===== src/rtl/icd_pkg.sv =====
// Constants shared by the capture pair and its bench.
// Assumes nothing of its surroundings.
package icd_pkg;

  // Register byte offsets inside one unit, and the bit that picks the unit.
  localparam logic [3:0] OFS_CTL1 = 4'h0;
  localparam logic [3:0] OFS_CTL2 = 4'h4;
  localparam logic [3:0] OFS_FIFO = 4'h8;
  localparam int ADDR_UNIT_BIT = 4;

  // capture_control_one fields.
  localparam int CTL1_IDLE_HALT = 13;
  localparam int CTL1_TB_LSB = 10;
  localparam int CTL1_RATE_LSB = 5;
  localparam int CTL1_OVF_BIT = 4;
  localparam int CTL1_NE_BIT = 3;
  localparam logic [15:0] CTL1_WMASK = 16'h3c67;
  localparam logic [15:0] CTL1_RESET = 16'h0000;

  // capture_control_two fields.
  localparam int CTL2_CASCADE = 8;
  localparam int CTL2_TRIGSEL = 7;
  localparam int CTL2_TRIGRUN = 6;
  localparam logic [15:0] CTL2_WMASK = 16'h01df;
  localparam logic [15:0] CTL2_RESET = 16'h000d;

  typedef enum logic [2:0] {
    MODE_OFF = 3'h0,
    MODE_BOTH = 3'h1,
    MODE_FALL = 3'h2,
    MODE_RISE = 3'h3,
    MODE_DIV4 = 3'h4,
    MODE_DIV16 = 3'h5,
    MODE_UNUSED = 3'h6,
    MODE_WAKE = 3'h7
  } icd_mode_t;

  // Time base codes.
  localparam logic [2:0] TB_SYSCLK = 3'h7;
  localparam logic [2:0] TB_TIMER1 = 3'h4;
  localparam logic [2:0] TB_TIMER2 = 3'h1;
  localparam logic [2:0] TB_TIMER3 = 3'h0;

  // Sync source codes; the mask marks the codes that name a source.
  localparam logic [4:0] SYNC_OFF = 5'h00;
  localparam logic [31:0] SYNC_USED = 32'h1f7f38fe;

  // Last prescaler count before a capture.
  localparam logic [3:0] PRE4_LAST = 4'h3;
  localparam logic [3:0] PRE16_LAST = 4'hf;

endpackage


===== src/rtl/icd_capture_pair.sv =====
// Capture pair: an odd (low) and an even (high) capture unit behind AHB-Lite.
// Assumes capture pins are asynchronous; timer ticks, sync events, source
// enables and the idle and sleep levels come from logic on hclk.
`timescale 1ns/1ps
////////////////////////////////////////////////////////////////////////////
// How it works
// - Mode 011 captures every rising edge; mode 010 every falling edge.
// - Mode 100 captures each fourth rising edge, mode 101 each sixteenth.
// - Mode 001 captures both edges and interrupts on every capture.
// - Mode 111 only raises an interrupt on rising edges in sleep or idle.
// - Modes 000 and 110 disable the unit; nothing is captured.
// - Rate field interrupts after every first, second, third or fourth capture.
// - Bit 3 of control one shows the buffer holds a value.
// - Bit 4 of control one shows a capture was lost to overflow.
// - Bit 13 set halts the unit while the processor idles.
// - Time base: 111 system clock, 100 timer one, 001 two, 000 three.
// - Cascade bit 8 in both units makes one 32-bit capture, odd is low.
// - In cascade the even unit runs in step with the odd unit.
// - Synchronous units stay in reset until the chosen sync source is on.
// - Bit 7 picks trigger behaviour when set, synchronisation when clear.
// - Bit 6 set by trigger or software; while clear in trigger mode the counter is zero.
// - Five-bit source select; 00000 is off, unused codes give no events.
// - Free-running counter wraps to zero; each capture stores its value unless the buffer is full and not read.
// - The buffer holds four counter values.
// - Sync events clear the counter; trigger mode waits for a trigger event.
// - Source zero with trigger set waits for software to set bit 6.
module icd_capture_pair #(
  parameter int FIFO_DEPTH = 4
) (
  input wire logic hclk,
  input wire logic hresetn,
  input wire logic hsel,
  input wire logic [31:0] haddr,
  input wire logic [1:0] htrans,
  input wire logic hwrite,
  input wire logic [2:0] hsize,
  input wire logic [31:0] hwdata,
  input wire logic hready,
  output logic hreadyout,
  output logic [31:0] hrdata,
  output logic hresp,
  input wire logic [1:0] capture_input,
  input wire logic timer1_tick,
  input wire logic timer2_tick,
  input wire logic timer3_tick,
  input wire logic [31:0] sync_events,
  input wire logic [31:0] sync_src_on,
  input wire logic cpu_idle,
  input wire logic cpu_sleep,
  output logic [1:0] capture_irq
);

  logic [15:0] ctl1_reg [2];
  logic [15:0] ctl1_next [2];
  logic [15:0] ctl2_reg [2];
  logic [15:0] ctl2_next [2];
  logic [3:0] pre_reg [2];
  logic [3:0] pre_next [2];
  logic [1:0] irqc_reg [2];
  logic [1:0] irqc_next [2];
  logic [1:0] irq_reg, irq_next;
  logic [1:0] meta_reg, pin_reg, pin_d_reg;
  logic dph_wr_reg, dph_wr_next;
  logic [7:0] dph_addr_reg, dph_addr_next;
  logic [31:0] rdata_reg, rdata_next;
  logic [1:0] act, stall, zero_o, inc_o, cap_o, trig_set;
  logic [1:0] act_e, zero_e, inc_e, cap_e, pop, wrap, ne, full, ovf;
  logic [15:0] cnt [2];
  logic [15:0] head [2];
  logic [1:0] rise, fall;
  logic casc, rd_acc, wr_acc;

  function automatic logic tb_pick(input logic [2:0] sel, input logic t1,
                                   input logic t2, input logic t3);
    case (sel)
      icd_pkg::TB_SYSCLK: tb_pick = 1'b1;
      icd_pkg::TB_TIMER1: tb_pick = t1;
      icd_pkg::TB_TIMER2: tb_pick = t2;
      icd_pkg::TB_TIMER3: tb_pick = t3;
      default: tb_pick = 1'b0;
    endcase
  endfunction

  function automatic logic src_pick(input logic [4:0] sel,
                                    input logic [31:0] v);
    src_pick = (sel != icd_pkg::SYNC_OFF) && v[sel] &&
               icd_pkg::SYNC_USED[sel];
  endfunction

  function automatic logic mode_hit(input icd_pkg::icd_mode_t m,
                                    input logic r, input logic f,
                                    input logic [3:0] p);
    case (m)
      icd_pkg::MODE_BOTH: mode_hit = r || f;
      icd_pkg::MODE_FALL: mode_hit = f;
      icd_pkg::MODE_RISE: mode_hit = r;
      icd_pkg::MODE_DIV4: mode_hit = r && (p == icd_pkg::PRE4_LAST);
      icd_pkg::MODE_DIV16: mode_hit = r && (p == icd_pkg::PRE16_LAST);
      default: mode_hit = 1'b0;
    endcase
  endfunction

  function automatic logic reg_ok(input logic [31:0] a);
    reg_ok = (a[31:5] == '0) && (a[1:0] == 2'h0) && (a[3:2] != 2'h3);
  endfunction

  ////////////////////////////////////////////////////////////////////////////
  // Pin synchronisers; edges are taken only after the second stage.

  always_ff @(posedge hclk or negedge hresetn) begin
    if (!hresetn) begin
      meta_reg <= 2'h0;
      pin_reg <= 2'h0;
      pin_d_reg <= 2'h0;
    end else begin
      meta_reg <= capture_input;
      pin_reg <= meta_reg;
      pin_d_reg <= pin_reg;
    end
  end

  assign rise = pin_reg & ~pin_d_reg;
  assign fall = ~pin_reg & pin_d_reg;

  ////////////////////////////////////////////////////////////////////////////
  // Per-unit control from each unit's own settings.

  always_comb begin
    icd_pkg::icd_mode_t m;
    logic halt, tsel, trun, son, sevt, hit, wake;
    m = icd_pkg::MODE_OFF;
    halt = 1'b0;
    tsel = 1'b0;
    trun = 1'b0;
    son = 1'b0;
    sevt = 1'b0;
    hit = 1'b0;
    wake = 1'b0;
    for (int u = 0; u < 2; u++) begin
      m = icd_pkg::icd_mode_t'(ctl1_reg[u][2:0]);
      halt = ctl1_reg[u][icd_pkg::CTL1_IDLE_HALT] && cpu_idle;
      tsel = ctl2_reg[u][icd_pkg::CTL2_TRIGSEL];
      trun = ctl2_reg[u][icd_pkg::CTL2_TRIGRUN];
      sevt = src_pick(ctl2_reg[u][4:0], sync_events);
      son = (ctl2_reg[u][4:0] == icd_pkg::SYNC_OFF) ||
            src_pick(ctl2_reg[u][4:0], sync_src_on);
      act[u] = (m != icd_pkg::MODE_OFF) && (m != icd_pkg::MODE_UNUSED) &&
               (m != icd_pkg::MODE_WAKE);
      // Trigger mode holds at zero until running; sync mode clears on events.
      zero_o[u] = !act[u] || (tsel ? !trun : (sevt || !son));
      stall[u] = !act[u] || halt || (tsel ? !trun : !son);
      hit = mode_hit(m, rise[u], fall[u], pre_reg[u]);
      cap_o[u] = !stall[u] && hit;
      inc_o[u] = !stall[u] && !zero_o[u] &&
                 tb_pick(ctl1_reg[u][12:10], timer1_tick, timer2_tick,
                         timer3_tick);
      trig_set[u] = tsel && sevt;
      pre_next[u] = pre_reg[u];
      if (!act[u]) begin
        pre_next[u] = 4'h0;
      end else if (!stall[u] && rise[u] && (m == icd_pkg::MODE_DIV4 ||
                   m == icd_pkg::MODE_DIV16)) begin
        pre_next[u] = hit ? 4'h0 : pre_reg[u] + 4'h1;
      end
      irqc_next[u] = irqc_reg[u];
      if (!act[u]) begin
        irqc_next[u] = 2'h0;
      end else if (cap_o[u] && m != icd_pkg::MODE_BOTH) begin
        irqc_next[u] = (irqc_reg[u] == ctl1_reg[u][6:5]) ? 2'h0 :
                       irqc_reg[u] + 2'h1;
      end
      wake = (m == icd_pkg::MODE_WAKE) && (cpu_sleep || cpu_idle) &&
             rise[u];
      irq_next[u] = (wake || (cap_o[u] && (m == icd_pkg::MODE_BOTH ||
                     irqc_reg[u] == ctl1_reg[u][6:5]))) &&
                    !(casc && u == 1);
    end
  end

  ////////////////////////////////////////////////////////////////////////////
  // Cascade: the even unit follows the odd unit's strobes and counts wraps.

  assign casc = ctl2_reg[0][icd_pkg::CTL2_CASCADE] &&
                ctl2_reg[1][icd_pkg::CTL2_CASCADE];
  assign act_e[0] = act[0];
  assign zero_e[0] = zero_o[0];
  assign inc_e[0] = inc_o[0];
  assign cap_e[0] = cap_o[0];
  assign act_e[1] = casc ? act[0] : act[1];
  assign zero_e[1] = casc ? zero_o[0] : zero_o[1];
  assign inc_e[1] = casc ? wrap[0] : inc_o[1];
  assign cap_e[1] = casc ? cap_o[0] : cap_o[1];

  for (genvar g = 0; g < 2; g++) begin : g_unit
    icd_unit #(
      .WIDTH(16),
      .DEPTH(FIFO_DEPTH)
    ) u_unit (
      .hclk(hclk),
      .hresetn(hresetn),
      .zero(zero_e[g]),
      .inc(inc_e[g]),
      .cap(cap_e[g]),
      .pop(pop[g]),
      .clr_ovf(!act_e[g]),
      .count(cnt[g]),
      .wrap(wrap[g]),
      .head(head[g]),
      .not_empty(ne[g]),
      .full(full[g]),
      .overflow(ovf[g])
    );
  end

  ////////////////////////////////////////////////////////////////////////////
  // AHB-Lite slave with zero wait states.
  // Read data is sampled in the address phase, so a read issued in the data
  // phase of a write sees the value from before that write.

  assign rd_acc = hsel && hready && htrans[1] && !hwrite;
  assign wr_acc = hsel && hready && htrans[1] && hwrite;
  assign pop[0] = rd_acc && reg_ok(haddr) && !haddr[icd_pkg::ADDR_UNIT_BIT] &&
                  haddr[3:0] == icd_pkg::OFS_FIFO;
  assign pop[1] = rd_acc && reg_ok(haddr) && haddr[icd_pkg::ADDR_UNIT_BIT] &&
                  haddr[3:0] == icd_pkg::OFS_FIFO;
  assign hreadyout = 1'b1;
  assign hresp = 1'b0;
  assign hrdata = rdata_reg;
  assign capture_irq = irq_reg;

  always_comb begin
    logic s;
    s = haddr[icd_pkg::ADDR_UNIT_BIT];
    dph_wr_next = wr_acc && reg_ok(haddr);
    dph_addr_next = wr_acc ? haddr[7:0] : dph_addr_reg;
    rdata_next = rdata_reg;
    if (rd_acc) begin
      rdata_next = 32'h0;
      if (reg_ok(haddr)) begin
        case (haddr[3:0])
          icd_pkg::OFS_CTL1: rdata_next[15:0] = {ctl1_reg[s][15:5],
            ovf[s], ne[s], ctl1_reg[s][2:0]};
          icd_pkg::OFS_CTL2: rdata_next[15:0] = ctl2_reg[s];
          icd_pkg::OFS_FIFO: rdata_next[15:0] = head[s];
          default: rdata_next = 32'h0;
        endcase
      end
    end
    for (int u = 0; u < 2; u++) begin
      ctl1_next[u] = ctl1_reg[u];
      ctl2_next[u] = ctl2_reg[u];
      if (dph_wr_reg && dph_addr_reg[icd_pkg::ADDR_UNIT_BIT] == u[0]) begin
        if (dph_addr_reg[3:0] == icd_pkg::OFS_CTL1) begin
          ctl1_next[u] = hwdata[15:0] & icd_pkg::CTL1_WMASK;
        end
        if (dph_addr_reg[3:0] == icd_pkg::OFS_CTL2) begin
          ctl2_next[u] = hwdata[15:0] & icd_pkg::CTL2_WMASK;
        end
      end
      // The hardware trigger wins over a software clear in the same cycle.
      if (trig_set[u]) begin
        ctl2_next[u][icd_pkg::CTL2_TRIGRUN] = 1'b1;
      end
    end
  end

  always_ff @(posedge hclk or negedge hresetn) begin
    if (!hresetn) begin
      for (int u = 0; u < 2; u++) begin
        ctl1_reg[u] <= icd_pkg::CTL1_RESET;
        ctl2_reg[u] <= icd_pkg::CTL2_RESET;
        pre_reg[u] <= 4'h0;
        irqc_reg[u] <= 2'h0;
      end
      irq_reg <= 2'h0;
      dph_wr_reg <= 1'b0;
      dph_addr_reg <= 8'h00;
      rdata_reg <= 32'h0;
    end else begin
      ctl1_reg <= ctl1_next;
      ctl2_reg <= ctl2_next;
      pre_reg <= pre_next;
      irqc_reg <= irqc_next;
      irq_reg <= irq_next;
      dph_wr_reg <= dph_wr_next;
      dph_addr_reg <= dph_addr_next;
      rdata_reg <= rdata_next;
    end
  end
endmodule


===== src/rtl/icd_unit.sv =====
// One capture unit: its counter, capture buffer and overflow flag.
// Assumes its strobes come from logic on the same clock.
`timescale 1ns/1ps
module icd_unit #(
  parameter int WIDTH = 16,
  parameter int DEPTH = 4
) (
  input wire logic hclk,
  input wire logic hresetn,
  input wire logic zero,
  input wire logic inc,
  input wire logic cap,
  input wire logic pop,
  input wire logic clr_ovf,
  output logic [WIDTH-1:0] count,
  output logic wrap,
  output logic [WIDTH-1:0] head,
  output logic not_empty,
  output logic full,
  output logic overflow
);

  localparam int AW = $clog2(DEPTH);

  if (DEPTH < 2 || (DEPTH & (DEPTH - 1)) != 0) begin : g_bad_depth
    $error("icd_unit: DEPTH must be a power of two, at least 2");
  end

  logic [WIDTH-1:0] cnt_reg, cnt_next;
  logic [WIDTH-1:0] mem_reg [DEPTH];
  logic [WIDTH-1:0] mem_next [DEPTH];
  logic [AW-1:0] wr_reg, wr_next, rd_reg, rd_next;
  logic [AW:0] lvl_reg, lvl_next;
  logic ovf_reg, ovf_next;
  logic push, pull;

  assign count = cnt_reg;
  assign head = mem_reg[rd_reg];
  assign not_empty = (lvl_reg != '0);
  assign full = (lvl_reg == (AW+1)'(DEPTH));
  assign overflow = ovf_reg;
  assign wrap = inc && !zero && (cnt_reg == '1);

  always_comb begin
    cnt_next = cnt_reg;
    if (zero) begin
      cnt_next = '0;
    end else if (inc) begin
      cnt_next = cnt_reg + 1'b1;
    end
    // A read that frees a slot in the same cycle lets a full buffer take one.
    push = cap && (!full || pop);
    pull = pop && not_empty;
    mem_next = mem_reg;
    if (push) begin
      mem_next[wr_reg] = cnt_reg;
    end
    wr_next = push ? wr_reg + 1'b1 : wr_reg;
    rd_next = pull ? rd_reg + 1'b1 : rd_reg;
    lvl_next = lvl_reg;
    if (push && !pull) begin
      lvl_next = lvl_reg + 1'b1;
    end else if (pull && !push) begin
      lvl_next = lvl_reg - 1'b1;
    end
    ovf_next = clr_ovf ? 1'b0 : ovf_reg;
    if (cap && full && !pop) begin
      ovf_next = 1'b1;
    end
  end

  always_ff @(posedge hclk or negedge hresetn) begin
    if (!hresetn) begin
      cnt_reg <= '0;
      for (int i = 0; i < DEPTH; i++) begin
        mem_reg[i] <= '0;
      end
      wr_reg <= '0;
      rd_reg <= '0;
      lvl_reg <= '0;
      ovf_reg <= 1'b0;
    end else begin
      cnt_reg <= cnt_next;
      mem_reg <= mem_next;
      wr_reg <= wr_next;
      rd_reg <= rd_next;
      lvl_reg <= lvl_next;
      ovf_reg <= ovf_next;
    end
  end

endmodule


===== config.mk =====
export PLATFORM = sky130hd
export DESIGN_NAME = icd_capture_pair
export DESIGN_NICKNAME = d
export VERILOG_FILES = /design/src/rtl/icd_pkg.sv /design/src/rtl/icd_capture_pair.sv /design/src/rtl/icd_unit.sv
export SDC_FILE = /design/constraint.sdc
export NUM_CORES = 1
export LEC_CHECK = 0
export ABC_AREA = 1
export BUFFER_PORTS_ARGS = -buffer_cell sky130_fd_sc_hd__buf_2
export CAP_MARGIN = 20
export CORE_AREA = 2 2 188 190
export DETAILED_ROUTE_END_ITERATION = 10
export DIE_AREA = 0 0 190 192
export PLACE_DENSITY_LB_ADDON = 0.15
export SLEW_MARGIN = 10
export SYNTH_ARGS = -nofsm -noshare
export SYNTH_HDL_FRONTEND = slang
export SYNTH_SLANG_ARGS = --single-unit

===== constraint.sdc =====
create_clock -name hclk -period 4.9 [get_ports hclk]
set_input_delay 0.49 -clock hclk [delete_from_list [all_inputs] [get_ports hclk]]
set_output_delay 0.49 -clock hclk [all_outputs]
set_load 0.005 [all_outputs]

==> flow_summary.ini <==
[outcome]
status = finished, violations left
violations = negative hold slack

[global_routing]
global_route.usage.met1 = 0.328
global_route_wire_length_before_repair_um = 66500
antenna_violations_before_repair = 0
grt.overflow.total = 0
gr-max-usage-layer = met2
grt_max_degree = 105
met3_usage = 0.0294
use_met2 = 0.374
groute.usage.overall = 0.230
first_global_vias = 12200

[place]
post-dp-hpwl_um = 28700
dp_cells = 2401
dp_slack_ps = 1000
place.gp.congestion = 0.869
placement.io_buffers = 139

[finish]
finalNetCount = 2141
antenna_diode_count = 0
filler_cell_count = 3429
final_cells = 2450
fraction_of_final_layout_cells_with_drive_strength_greater_than_1 = 0.136
layout-area-overhead-vs-synth_pct = 11.7
largest_reg_flops = 128
finalCoreUtilization = 0.476

[floorplan]
fp.dieArea_um2 = 36500
start_util = 0.426
std_cell_core_area_um2 = 34300
die_w_um = 190
die_height_um = 192
num_io_pins = 181
num_rows = 68

[route]
detail_route.wirelength_um = 42100
vias = 13100
detailed_route_drc_error_count = 0
number_of_nets_still_failing_antenna_checks_after_routing = 0
viasPerCell = 5.37
drt_first_pass_iters = 5
drt-initial-drc-count = 1069
wl_per_cell_um = 17.2

[logic_synthesis]
flop_and_latch_count_out_of_synthesis = 252
asyncSetResetFlopFracSynth = 1.00
synth.mux.area_fraction = 0.00446
mapped_avg_cell_area_um2 = 7.70
synthFlopType = sky130_fd_sc_hd__dfrtp_1
adder_cell_area_share_of_the_yosys_netlist = 0.0182
synth-edff-count = 0
synth-warning-count = 0
synth_top_family_by_area = simple AND/OR/NAND/NOR gates
synth_cells = 1897
ys_top_cells_by_area = sky130_fd_sc_hd__dfrtp_1 42%, sky130_fd_sc_hd__nand2_1 11%, sky130_fd_sc_hd__o21ai_0 5.7%, sky130_fd_sc_hd__inv_1 4.9%, sky130_fd_sc_hd__nand3_1 4.8%
synth_xor_area_frac = 0.0210
yosys.area.top_type = sky130_fd_sc_hd__dfrtp_1
synth_sequential_area_ratio = 0.433
synth.cells.most_frequent = 437 x sky130_fd_sc_hd__nand2_1, 246 x sky130_fd_sc_hd__dfrtp_1, 190 x sky130_fd_sc_hd__inv_1, 167 x sky130_fd_sc_hd__o21ai_0, 148 x sky130_fd_sc_hd__nor2_1
synth_cell_type_count = 52
synth.top_cell.area_share = 0.422
synth_most_common_cell = sky130_fd_sc_hd__nand2_1
post_synthesis_compound_gate_area_fraction = 0.140
synthesis.area_um2 = 14600
synth_simple_gate_area_frac = 0.280

[clock_network]
cts_hold_buffers = 0
cts_setup_buffers = 0
post_cts_resize_count = 0
root_buffer = sky130_fd_sc_hd__clkbuf_16
htreeDepth = 1
cts_buffers = 28
clock_tree_from_tritoncts = yes
clkSlewWorstSetupHoldPaths_ps = 60
cts.sink_count = 252
worst_skew_pair.late_latency_ps = 550
cts_max_path_buffers = 3

[setup_path]
cp_num_buf_inv = 2
highest_net_fanout_along_the_worst_path = 69
criticalPathCategory = register to register
start_kind = register
arrival_time_worst_endpoint_ps = 4230
path_delay_family = simple AND/OR/NAND/NOR gates
critical_path_required_ps = 5320
worst_path_max_stage_delay_ps = 740
reg2reg_slack_ps = 1090
critical-path-slowest-cell = sky130_fd_sc_hd__dfstp_2
crit_chain = buf_4, nand2_2, nand2_1, o21ai_1, a31oi_2, nand3_2, nand2_4, nand2_2, nor2_4, nand2_2, nand2_4, buf_4, nand3_4, nand2_1, nand2_1
cp_endpoint_kind = register

[timing]
maxSlewHeadroom = 0.371
tightest_slew_ps = 944
timing.final.setup_violations = 0
min_period_over_period = 0.777
final.setup.tns_ps = 0
max_freq_ghz = 0.263
holdWs_ps = -34.3
finalHoldViolCount = 5
setup_ws_ps = 1090
final.min_clock_period_ps = 3810
final.setup_skew_ps = 19.3
rsz0062_at_grt = no
final_max_slew_viol_count = 0

[power_and_ir_drop]
power_density_nw_per_um2 = 272
ir_worst_vdd_uv = 311
totalPowerFinal_mw = 4.43
total_leakage_power_nw = 8.05

[job]
max-cap-violations = 0

[hold_path]
hold_path_class = input pin to async pin
stage by stage:
| stage | cell area (um2) | hold slack [ps] |
|---|---|---|
| after CTS | 16300 | 46.4 |
| after global routing | 16300 | 39.6 |
| final | 16300 | -34.3 |
| after detailed placement | 15400 | 339 |
| after floorplan | 14700 | 194 |
| after global placement | 15400 | 335 |
final timing paths:
| check | cells after the start | startpoint | to |
|---|---|---|---|
| setup reg to reg | 15 | ctl2_reg[16]$_DFFE_PN1P_ | g_unit[1].u_unit.mem_reg[7]$_DFFE_PN0P_ |
| hold / removal | 1 | hresetn | ctl2_reg[20]$_DFFE_PN0P_ |
| min in group hclk | 1 | capture_input[1] | meta_reg[1]$_DFF_PN0_ |
| setup / recovery | 15 | ctl2_reg[16]$_DFFE_PN1P_ | g_unit[1].u_unit.mem_reg[7]$_DFFE_PN0P_ |
| hold reg to reg | 0 | meta_reg[1]$_DFF_PN0_ | pin_reg[1]$_DFF_PN0_ |
| max in group asynchronous | 2 | hresetn | hrdata[2]$_DFFE_PN0P_ |
cells by family (layout without fill, tap and decap cells):
logic type,count (synthesis),in the layout
AO/OA/AOI/OAI,358,358
XOR/XNOR,35,35
adder cells (fa/ha/maj),20,20
buffers and inverters,328,410
flip-flops,252,252
multiplexers,6,6
other,2,18
AND/OR/NAND/NOR,896,896
routing by layer:
layer | vias up | share of wire
li1 | 6449 | -
met1 | 6292 | 0.46
met2 | 354 | 0.46
met3 | 52 | 0.056
met4 | 0 | 0.020
met5 | - | 0
final cells by class:
| type | instances | area (um2) | area share |
|---|---|---|---|
| Multi-Input combinational cell | 1333 | 6850 | 0.420 |
| Sequential cell | 252 | 6310 | 0.387 |
| Timing Repair Buffer | 164 | 906 | 0.0556 |
| Clock buffer | 42 | 865 | 0.0530 |
| Inverter | 197 | 739 | 0.0454 |
| Tap cell | 455 | 569 | 0.0349 |
| Clock inverter | 7 | 65.1 | 0.00399 |
where the power goes:
group	switching [mW]	internal [mW]	leakage [nW]	total [mW]
sequential	0.00883	2.09	3.10	2.10
clock	0.858	1.26	0.457	2.12
combinational	0.134	0.0735	4.49	0.208
cells in the final DEF, fill, tap and decap left out, drive strengths merged, types with 3 or more instances in the layout:
| cell type | n |
|---|---|
| a21oi | 96 |
| a22o | 3 |
| a31oi | 3 |
| a32o | 6 |
| buf | 164 |
| clkbuf | 42 |
| clkinv | 6 |
| conb | 18 |
| dfrtp | 246 |
| dfstp | 6 |
| ha | 18 |
| inv | 195 |
| mux2 | 4 |
| nand2 | 445 |
| nand3 | 158 |
| nand4 | 96 |
| nor2 | 156 |
| nor3 | 22 |
| nor4 | 10 |
| o211ai | 30 |
| o21ai | 182 |
| o221ai | 19 |
| o22ai | 11 |
| or2 | 9 |
| xnor2 | 10 |
| xor2 | 25 |
Power figures use the tool's default switching activity.
